$ cat src/logic/ptc_pkg.sv
// package: register map, field positions, reset values and types of the timer
package ptc_pkg;
  localparam int ADDR_W = 4;
  localparam int CNT_W = 10;

  localparam logic [3:0] OFF_CTRL0 = 4'h0;
  localparam logic [3:0] OFF_CTRL1 = 4'h1;
  localparam logic [3:0] OFF_CTRL2 = 4'h2;
  localparam logic [3:0] OFF_CNT_LO = 4'h3;
  localparam logic [3:0] OFF_CNT_HI = 4'h4;
  localparam logic [3:0] OFF_CMPA_LO = 4'h5;
  localparam logic [3:0] OFF_CMPA_HI = 4'h6;
  localparam logic [3:0] OFF_CMPB_LO = 4'h7;
  localparam logic [3:0] OFF_CMPB_HI = 4'h8;
  localparam logic [3:0] OFF_PER_LO = 4'h9;
  localparam logic [3:0] OFF_PER_HI = 4'hA;

  // control register 0 fields
  localparam int C0_PAUSE = 7;
  localparam int C0_CKSEL_HI = 6;
  localparam int C0_CKSEL_LO = 4;
  localparam int C0_ON = 3;
  // control register 1 fields
  localparam int C1_MODE_HI = 7;
  localparam int C1_MODE_LO = 6;
  localparam int C1_PFS_HI = 5;
  localparam int C1_PFS_LO = 4;
  localparam int C1_INIT = 3;
  localparam int C1_POL = 2;
  localparam int C1_CAPSRC = 1;
  localparam int C1_CCLR = 0;
  // control register 2 fields
  localparam int C2_CAPCLR_HI = 2;
  localparam int C2_CAPCLR_LO = 1;
  localparam int C2_FLAG = 0;

  localparam logic [7:0] CTRL0_RESET = 8'h00;
  localparam logic [7:0] CTRL1_RESET = 8'h00;
  localparam logic [1:0] CTRL2_RESET = 2'h0;
  localparam logic [9:0] CNT_RESET = 10'h000;
  localparam logic [9:0] CNT_MAX = 10'h3FF;
  localparam logic [7:0] BYTE_ZERO = 8'h00;

  // prescaler ratios, in system clock cycles
  localparam int PRE_W = 6;
  localparam logic [5:0] DIV4_MASK = 6'h03;
  localparam logic [5:0] DIV16_MASK = 6'h0F;
  localparam logic [5:0] DIV64_MASK = 6'h3F;

  localparam logic [1:0] MODE_COMPARE = 2'b00;
  localparam logic [1:0] MODE_CAPTURE = 2'b01;
  localparam logic [1:0] MODE_PWM = 2'b10;
  localparam logic [1:0] MODE_TIMER = 2'b11;

  typedef struct packed {
    logic [3:0] addr;
    logic [7:0] wdata;
    logic wr;
    logic rd;
  } ptc_bus_req_type;

  typedef struct packed {
    logic match_a;
    logic match_p;
  } ptc_irq_type;
endpackage

$ cat src/logic/ptc_timer.sv
// ten bit periodic timer core with byte register port
//
// Local design decisions: the address map and the strobed register port.
`timescale 1ns/1ps
module ptc_timer (
  input wire logic ref_clk,
  input wire logic rst,
  input wire ptc_pkg::ptc_bus_req_type bus_req,
  output logic [7:0] bus_rdata,
  input wire logic sub_clk_tick,
  input wire logic timer_ext_clock_pin,
  input wire logic capture_input_pin,
  output logic timer_output_pin,
  output logic timer_output_inverted_pin,
  output ptc_pkg::ptc_irq_type irq
);
  import ptc_pkg::*;

  logic [7:0] ctrl0_reg;
  logic [7:0] ctrl1_reg;
  logic [1:0] capclr_reg;
  logic latch_edge_flag_reg;
  logic [9:0] cnt_reg;
  logic [9:0] cmp_a_reg;
  logic [9:0] cmp_b_reg;
  logic [9:0] period_reg;
  logic [7:0] buf_reg;
  logic on_prev_reg;
  logic out_reg;
  logic pulse_reg;

  logic counter_pause;
  logic [2:0] counter_clock_select;
  logic counter_on;
  logic [1:0] operating_mode_select;
  logic [1:0] pin_function_select;
  logic output_initial_level;
  logic output_polarity;
  logic capture_source_select;
  logic counter_clear_select;

  logic div4;
  logic div16;
  logic div64;
  logic ck_rise;
  logic ck_fall;
  logic pi_rise;
  logic pi_fall;
  logic src_en;
  logic tick;
  logic on_rise;
  logic a_hit;
  logic p_hit;
  logic clear_now;
  logic a_event;
  logic p_event;
  logic cap_rise;
  logic cap_fall;
  logic cap_to_a;
  logic cap_to_b;
  logic cap_clear;
  logic cap_any;
  logic wr_lo;
  logic [7:0] rd_value;

  assign counter_pause = ctrl0_reg[C0_PAUSE];
  assign counter_clock_select = ctrl0_reg[C0_CKSEL_HI:C0_CKSEL_LO];
  assign counter_on = ctrl0_reg[C0_ON];
  assign operating_mode_select = ctrl1_reg[C1_MODE_HI:C1_MODE_LO];
  assign pin_function_select = ctrl1_reg[C1_PFS_HI:C1_PFS_LO];
  assign output_initial_level = ctrl1_reg[C1_INIT];
  assign output_polarity = ctrl1_reg[C1_POL];
  assign capture_source_select = ctrl1_reg[C1_CAPSRC];
  assign counter_clear_select = ctrl1_reg[C1_CCLR];

  ptc_prescaler u_pre (
    .ref_clk(ref_clk),
    .rst(rst),
    .div4(div4),
    .div16(div16),
    .div64(div64)
  );

  ptc_edge_sync u_ck (
    .ref_clk(ref_clk),
    .rst(rst),
    .pin(timer_ext_clock_pin),
    .rise(ck_rise),
    .fall(ck_fall)
  );

  ptc_edge_sync u_pi (
    .ref_clk(ref_clk),
    .rst(rst),
    .pin(capture_input_pin),
    .rise(pi_rise),
    .fall(pi_fall)
  );

  always_comb begin
    case (counter_clock_select)
      3'b000: src_en = div4;
      3'b001: src_en = 1'b1;
      3'b010: src_en = div16;
      3'b011: src_en = div64;
      3'b100: src_en = sub_clk_tick;
      3'b101: src_en = sub_clk_tick;
      3'b110: src_en = ck_rise;
      3'b111: src_en = ck_fall;
      default: src_en = 1'b0;
    endcase
  end

  assign tick = src_en & counter_on & ~counter_pause & ~on_rise;
  assign on_rise = counter_on & ~on_prev_reg;

  assign a_hit = cnt_reg == cmp_a_reg;
  assign p_hit = (period_reg == CNT_RESET) ? (cnt_reg == CNT_MAX) :
    (cnt_reg == period_reg);

  always_comb begin
    if (operating_mode_select == MODE_COMPARE ||
        operating_mode_select == MODE_TIMER) begin
      clear_now = counter_clear_select ? a_hit : p_hit;
    end else begin
      clear_now = p_hit;
    end
  end

  assign a_event = tick & a_hit;
  assign p_event = tick & p_hit;

  assign cap_rise = capture_source_select ? ck_rise : pi_rise;
  assign cap_fall = capture_source_select ? ck_fall : pi_fall;

  always_comb begin
    cap_to_a = 1'b0;
    cap_to_b = 1'b0;
    cap_clear = 1'b0;
    if (operating_mode_select == MODE_CAPTURE && counter_on) begin
      case (pin_function_select)
        2'b00: begin
          cap_to_a = cap_rise & (capclr_reg == 2'b00);
          cap_to_b = cap_rise & (capclr_reg != 2'b00);
        end
        2'b01: begin
          cap_to_a = cap_fall;
        end
        2'b10: begin
          cap_to_a = cap_fall | (cap_rise & (capclr_reg == 2'b00));
          cap_to_b = cap_rise & (capclr_reg != 2'b00);
        end
        default: begin
          cap_to_a = 1'b0;
        end
      endcase
      case (capclr_reg)
        2'b01: cap_clear = cap_rise;
        2'b10: cap_clear = cap_fall;
        2'b11: cap_clear = cap_rise | cap_fall;
        default: cap_clear = 1'b0;
      endcase
    end
  end
  assign cap_any = cap_to_a | cap_to_b;

  always_ff @(posedge ref_clk) begin
    if (rst) begin
      on_prev_reg <= 1'b0;
    end else begin
      on_prev_reg <= counter_on;
    end
  end

  always_ff @(posedge ref_clk) begin
    if (rst) begin
      cnt_reg <= CNT_RESET;
    end else if (on_rise) begin
      cnt_reg <= CNT_RESET;
    end else if (cap_clear) begin
      cnt_reg <= CNT_RESET;
    end else if (tick) begin
      if (clear_now) begin
        cnt_reg <= CNT_RESET;
      end else begin
        cnt_reg <= cnt_reg + 10'h001;
      end
    end
  end

  always_ff @(posedge ref_clk) begin
    if (rst) begin
      irq <= '0;
    end else begin
      irq.match_a <= a_event;
      irq.match_p <= p_event;
    end
  end

  always_ff @(posedge ref_clk) begin
    if (rst) begin
      out_reg <= 1'b0;
      pulse_reg <= 1'b0;
    end else if (on_rise) begin
      if (operating_mode_select == MODE_COMPARE ||
          operating_mode_select == MODE_PWM) begin
        out_reg <= output_initial_level;
      end
      pulse_reg <= 1'b1;
    end else if (operating_mode_select == MODE_COMPARE) begin
      if (a_event) begin
        case (pin_function_select)
          2'b01: out_reg <= 1'b0;
          2'b10: out_reg <= 1'b1;
          2'b11: out_reg <= ~out_reg;
          default: out_reg <= out_reg;
        endcase
      end
    end else if (operating_mode_select == MODE_PWM && counter_on) begin
      case (pin_function_select)
        2'b00: out_reg <= ~output_initial_level;
        2'b01: out_reg <= output_initial_level;
        2'b10: begin
          if (cnt_reg < cmp_a_reg) begin
            out_reg <= output_initial_level;
          end else begin
            out_reg <= ~output_initial_level;
          end
        end
        default: begin
          if (a_event) begin
            pulse_reg <= 1'b0;
            out_reg <= ~output_initial_level;
          end else if (pulse_reg) begin
            out_reg <= output_initial_level;
          end else begin
            out_reg <= ~output_initial_level;
          end
        end
      endcase
    end
  end

  always_ff @(posedge ref_clk) begin
    if (rst) begin
      timer_output_pin <= 1'b0;
      timer_output_inverted_pin <= 1'b1;
    end else begin
      timer_output_pin <= out_reg ^ output_polarity;
      timer_output_inverted_pin <= ~(out_reg ^ output_polarity);
    end
  end

  // control registers
  always_ff @(posedge ref_clk) begin
    if (rst) begin
      ctrl0_reg <= CTRL0_RESET;
      ctrl1_reg <= CTRL1_RESET;
      capclr_reg <= CTRL2_RESET;
    end else if (bus_req.wr) begin
      case (bus_req.addr)
        OFF_CTRL0: ctrl0_reg <= {bus_req.wdata[7:3], 3'b000};
        OFF_CTRL1: ctrl1_reg <= bus_req.wdata;
        OFF_CTRL2: capclr_reg <= bus_req.wdata[2:1];
        default: ctrl0_reg <= ctrl0_reg;
      endcase
    end
  end

  // latch edge flag from capture
  always_ff @(posedge ref_clk) begin
    if (rst) begin
      latch_edge_flag_reg <= 1'b0;
    end else if (cap_any) begin
      latch_edge_flag_reg <= cap_to_b | (cap_rise & ~cap_fall);
    end
  end

  // high write copies buffer
  // capture has priority over software
  always_ff @(posedge ref_clk) begin
    if (rst) begin
      cmp_a_reg <= CNT_RESET;
      cmp_b_reg <= CNT_RESET;
      period_reg <= CNT_RESET;
    end else begin
      if (cap_to_a) begin
        cmp_a_reg <= cnt_reg;
      end else if (bus_req.wr && bus_req.addr == OFF_CMPA_HI) begin
        cmp_a_reg <= {bus_req.wdata[1:0], buf_reg};
      end
      if (cap_to_b) begin
        cmp_b_reg <= cnt_reg;
      end else if (bus_req.wr && bus_req.addr == OFF_CMPB_HI) begin
        cmp_b_reg <= {bus_req.wdata[1:0], buf_reg};
      end
      if (bus_req.wr && bus_req.addr == OFF_PER_HI) begin
        period_reg <= {bus_req.wdata[1:0], buf_reg};
      end
    end
  end

  assign wr_lo = bus_req.wr && (bus_req.addr == OFF_CMPA_LO ||
    bus_req.addr == OFF_CMPB_LO || bus_req.addr == OFF_PER_LO);

  // shared holding buffer
  always_ff @(posedge ref_clk) begin
    if (rst) begin
      buf_reg <= BYTE_ZERO;
    end else if (wr_lo) begin
      buf_reg <= bus_req.wdata;
    end else if (bus_req.rd) begin
      case (bus_req.addr)
        OFF_CNT_HI: buf_reg <= cnt_reg[7:0];
        OFF_CMPA_HI: buf_reg <= cmp_a_reg[7:0];
        OFF_CMPB_HI: buf_reg <= cmp_b_reg[7:0];
        OFF_PER_HI: buf_reg <= period_reg[7:0];
        default: buf_reg <= buf_reg;
      endcase
    end
  end

  always_comb begin
    case (bus_req.addr)
      OFF_CTRL0: rd_value = {ctrl0_reg[7:3], 3'b000};
      OFF_CTRL1: rd_value = ctrl1_reg;
      OFF_CTRL2: rd_value = {5'b00000, capclr_reg, latch_edge_flag_reg};
      OFF_CNT_LO: rd_value = buf_reg;
      OFF_CMPA_LO: rd_value = buf_reg;
      OFF_CMPB_LO: rd_value = buf_reg;
      OFF_PER_LO: rd_value = buf_reg;
      OFF_CNT_HI: rd_value = {6'b000000, cnt_reg[9:8]};
      OFF_CMPA_HI: rd_value = {6'b000000, cmp_a_reg[9:8]};
      OFF_CMPB_HI: rd_value = {6'b000000, cmp_b_reg[9:8]};
      OFF_PER_HI: rd_value = {6'b000000, period_reg[9:8]};
      default: rd_value = BYTE_ZERO;
    endcase
  end

  always_ff @(posedge ref_clk) begin
    if (rst) begin
      bus_rdata <= BYTE_ZERO;
    end else if (bus_req.rd) begin
      bus_rdata <= rd_value;
    end else begin
      bus_rdata <= BYTE_ZERO;
    end
  end
endmodule

$ cat src/logic/ptc_edge_sync.sv
// synchroniser and edge detector for one timer input pin
`timescale 1ns/1ps
module ptc_edge_sync (
  input wire logic ref_clk,
  input wire logic rst,
  input wire logic pin,
  output logic rise,
  output logic fall
);
  import ptc_pkg::*;
  logic meta_reg;
  logic sync_reg;
  logic prev_reg;

  always_ff @(posedge ref_clk) begin
    if (rst) begin
      meta_reg <= 1'b0;
      sync_reg <= 1'b0;
      prev_reg <= 1'b0;
    end else begin
      meta_reg <= pin;
      sync_reg <= meta_reg;
      prev_reg <= sync_reg;
    end
  end

  assign rise = sync_reg & ~prev_reg;
  assign fall = ~sync_reg & prev_reg;
endmodule

$ cat src/logic/ptc_prescaler.sv
// free running prescaler giving divide by 4, 16 and 64 enables
`timescale 1ns/1ps
module ptc_prescaler (
  input wire logic ref_clk,
  input wire logic rst,
  output logic div4,
  output logic div16,
  output logic div64
);
  import ptc_pkg::*;
  logic [PRE_W-1:0] pre_reg;

  always_ff @(posedge ref_clk) begin
    if (rst) begin
      pre_reg <= '0;
    end else begin
      pre_reg <= pre_reg + 6'h01;
    end
  end

  assign div4 = (pre_reg & DIV4_MASK) == DIV4_MASK;
  assign div16 = (pre_reg & DIV16_MASK) == DIV16_MASK;
  assign div64 = pre_reg == DIV64_MASK;
endmodule

$ cat config.mk
export PLATFORM = sky130hd
export DESIGN_NAME = ptc_timer
export DESIGN_NICKNAME = d
export VERILOG_FILES = /design/src/logic/ptc_pkg.sv /design/src/logic/ptc_timer.sv /design/src/logic/ptc_edge_sync.sv /design/src/logic/ptc_prescaler.sv
export SDC_FILE = /design/constraint.sdc
export NUM_CORES = 1
export LEC_CHECK = 0
export ABC_CLOCK_PERIOD_IN_PS = 2800
export BUFFER_PORTS_ARGS = -buffer_cell sky130_fd_sc_hd__clkbuf_2
export CAP_MARGIN = 20
export CORE_ASPECT_RATIO = 2
export CORE_UTILIZATION = 24
export CTS_BUF_LIST = sky130_fd_sc_hd__clkbuf_8
export DETAILED_ROUTE_END_ITERATION = 10
export PLACE_DENSITY = 0.41
export SLEW_MARGIN = 10
export SYNTH_ARGS = -nofsm -noshare
export SYNTH_HDL_FRONTEND = slang
export SYNTH_SLANG_ARGS = --single-unit
$ cat constraint.sdc
create_clock -name ref_clk -period 2.8 [get_ports ref_clk]
set_input_delay 0.28 -clock ref_clk [delete_from_list [all_inputs] [get_ports ref_clk]]
set_output_delay 0.28 -clock ref_clk [all_outputs]
set_load 0.005 [all_outputs]
==> flow_summary.toml <==
[detailed_routing]
detail-route-antenna-nets = 0
vias_per_cell = 5.070
post-route-drc-count = 0
vias = 4467
drtIter0Drc = 270
wl_per_cell_um = 21.06
wirelength_mm = 18.55
drt_pass1_iterations = 4

[setup_path]
rrSetupSlack_ns = 0.33
required_ns = 3.09
path_class = "flop to flop"
critPathLaunchType = "flop"
cp.depth = 7
max_stage_delay_ns = 0.62
reg2reg_depth = 7
path_cells = "ha_1, a21oi_1, o21ai_0, a2111oi_0, mux2i_1, a311oi_1, a211oi_1"
slowest_stage = "dfxtp_1"
crit_fanout = 9
crit_arrival_ns = 2.76
crit_buf_inv = 0
endpoint_kind = "flop"
cpLargestDelayFamily = "compound AO/OA/AOI/OAI gates"

[power]
power.density_mw_per_mm2 = 452.8
peakVddDrop_v = 0.0002612
design_power_total_mw = 2.599
p_leak_nw = 2.281

[synthesis]
synth_xor_area_share_pct = 3.371
syn_avg_cell_area_um2 = 8.569
synth_compound_area_share_pct = 16.65
yosysWarnings = 0
synth_top_area_share_pct = 36.91
syn_nets = 614
syn-instance-count = 576
synth_edf_count = 0
synth_area_mm2 = 0.004936
synth_common_cells = "nor2_1, dfxtp_1, mux2i_1"
synth_most_common_cell = "nor2_1"
synth-main-ff-cell = "dfxtp_1"
synthAdderAreaFrac_pct = 4.816
synth-seq-cells = 91
ys_async_sr_fraction_pct = 0
yosys.area_share.simple_pct = 22.79
synth.distinct_cells = 58
yosysSeqAreaShare_pct = 36.91
synthTopCellsByArea = "dfxtp_1, mux2i_1, nor2_1"
yosysTopAreaCell = "dfxtp_1"
muxShareOfSynthArea_pct = 10.67
synth_top_family_by_area = "simple AND/OR/NAND/NOR gates"

[place]
dpl.hpwl_mm = 14.72
place_congestion = 0.8337
post-place-ws_ns = 0.3603
io_buffers = 30

[finish]
finish.utilization_pct = 28.70
drive_gt1_share_pct = 16.96
area_delta_synth_final_pct = 16.30
fillers = 2125
diodes = 0
fin_nets = 652

[clocking]
cts_tree = "done"
clk_path_buf_depth = 2
post-cts-setup-buffers = 0
cts_buffers = 9
ctsHoldBuffers = 0
ctsResizeCount = 0
root_buffer = "clkbuf_8"
htreeDepth = 3
cts.sinks = 91
insertion_delay_ns = 0.39
clk_pin_slew_ns = 0.10

[sta]
fin_ws_ns = 0.3325
fin_crit_ns = 2.468
rsz0062_at_grt = "false"
tightest_slew_ns = 0.7861
slew_headroom_pct = 47.59
fin_crit_sh_pct = 88.13
clock_skew_ns = 0.01152
finalHoldViolCount = 0
slew_violations = 0
fmax_mhz = 405.3
setup_viol = 0
finalSetupTns_ns = 0

[floorplan]
start_util_pct = 24.68
die_width_um = 103.4
rows = 73
ios = 31
die_area_mm2 = 0.02118
core-area_mm2 = 0.02000
die_y_um = 204.8

[global_routing]
grt_use_total_pct = 18.61
grt_pass1_vias = 4603
grt_pass1_wl_mm = 27.97
grt_max_degree = 42
antenna_found_initial = 0
grt_overflow = 0

[run_status]
outcome = "complete, no violations"

[min_path]
hp-class = "input port to flop"
min_path_cells = 2

[flow_run]
max-cap-violations = 0
[through the flow]
step / hold WS [ns] / instances / cell area [um2]
5_1_grt: 0.1025 / 881 / 5741
6_report: 0.09773 / 881 / 5741
4_1_cts: 0.09269 / 881 / 5741
2_1_floorplan: 0.4082 / 576 / 4936
3_3_place_gp: 0.4301 / 865 / 5515
3_5_place_dp: 0.4357 / 865 / 5515
[report_power, final]
part / internal (mW) / leakage (nW) / switching [mW]
registers: 1.31 / 0.736 / 0.0259
clock network: 0.529 / 0.117 / 0.519
logic: 0.0772 / 1.43 / 0.134
total: 1.92 / 2.28 / 0.679
[final timing paths]
path | startpoint | endpoint
worst max-delay path | cnt_reg[5] | out_reg
worst min-delay path | capture_input_pin | u_pi.meta_reg
worst max register to register | cnt_reg[5] | out_reg
worst min register to register | u_pre.pre_reg[0] | u_pre.pre_reg[0]
[logic make-up (layout without fill, tap and decap cells)]
kind of cell,count (synthesis),in the layout
AND/OR/NAND/NOR,226,226
AO/OA/AOI/OAI,111,111
flip-flops,91,91
buffers and inverters,59,102
multiplexers,51,51
adder cells (fa/ha/maj),19,19
XOR/XNOR,19,19
[cell type report]
| type | instances | area [um2] | share of cell area, % |
|---|---|---|---|
| sequential | 91 | 1822 | 31.73 |
| tap | 262 | 327.8 | 5.711 |
| clock buffer | 10 | 137.6 | 2.398 |
| timing repair buffer | 64 | 405.4 | 7.062 |
| inverter | 22 | 82.58 | 1.439 |
| clock inverter | 6 | 87.58 | 1.526 |
| multi-input combinational | 426 | 2878 | 50.13 |
[metal layers]
layer | track usage (%) | vias to the layer above | part of all wire, %
met3 | 2.491 | 57 | 2.6
li1 | - | 2134 | -
met5 | 0 | - | 0
met1 | 16.97 | 2158 | 33
met2 | 35.69 | 118 | 57
met4 | 13.63 | 0 | 7.3
[cells in the final DEF (no fill, tap or decap), drive strengths merged, types with 3 or more instances in the layout]
master / instances
nor2: 95
dfxtp: 91
clkbuf: 40
mux2i: 38
nand2: 37
buf: 34
a21oi: 24
inv: 23
nand3: 21
ha: 19
o21ai: 17
nor2b: 15
xnor2: 14
mux2: 13
nor3: 12
a311oi: 11
a211oi: 9
nand2b: 7
a22o: 7
a32oi: 7
a222oi: 6
nand4: 6
nor4: 6
and3: 5
xor2: 5
a22oi: 5
nor3b: 4
o31ai: 4
a221oi: 4
o22ai: 4
and2: 3
and3b: 3
nand3b: 3
nor4bb: 3
clkinv: 3
No activity file was read; power rests on OpenSTA's default activity.
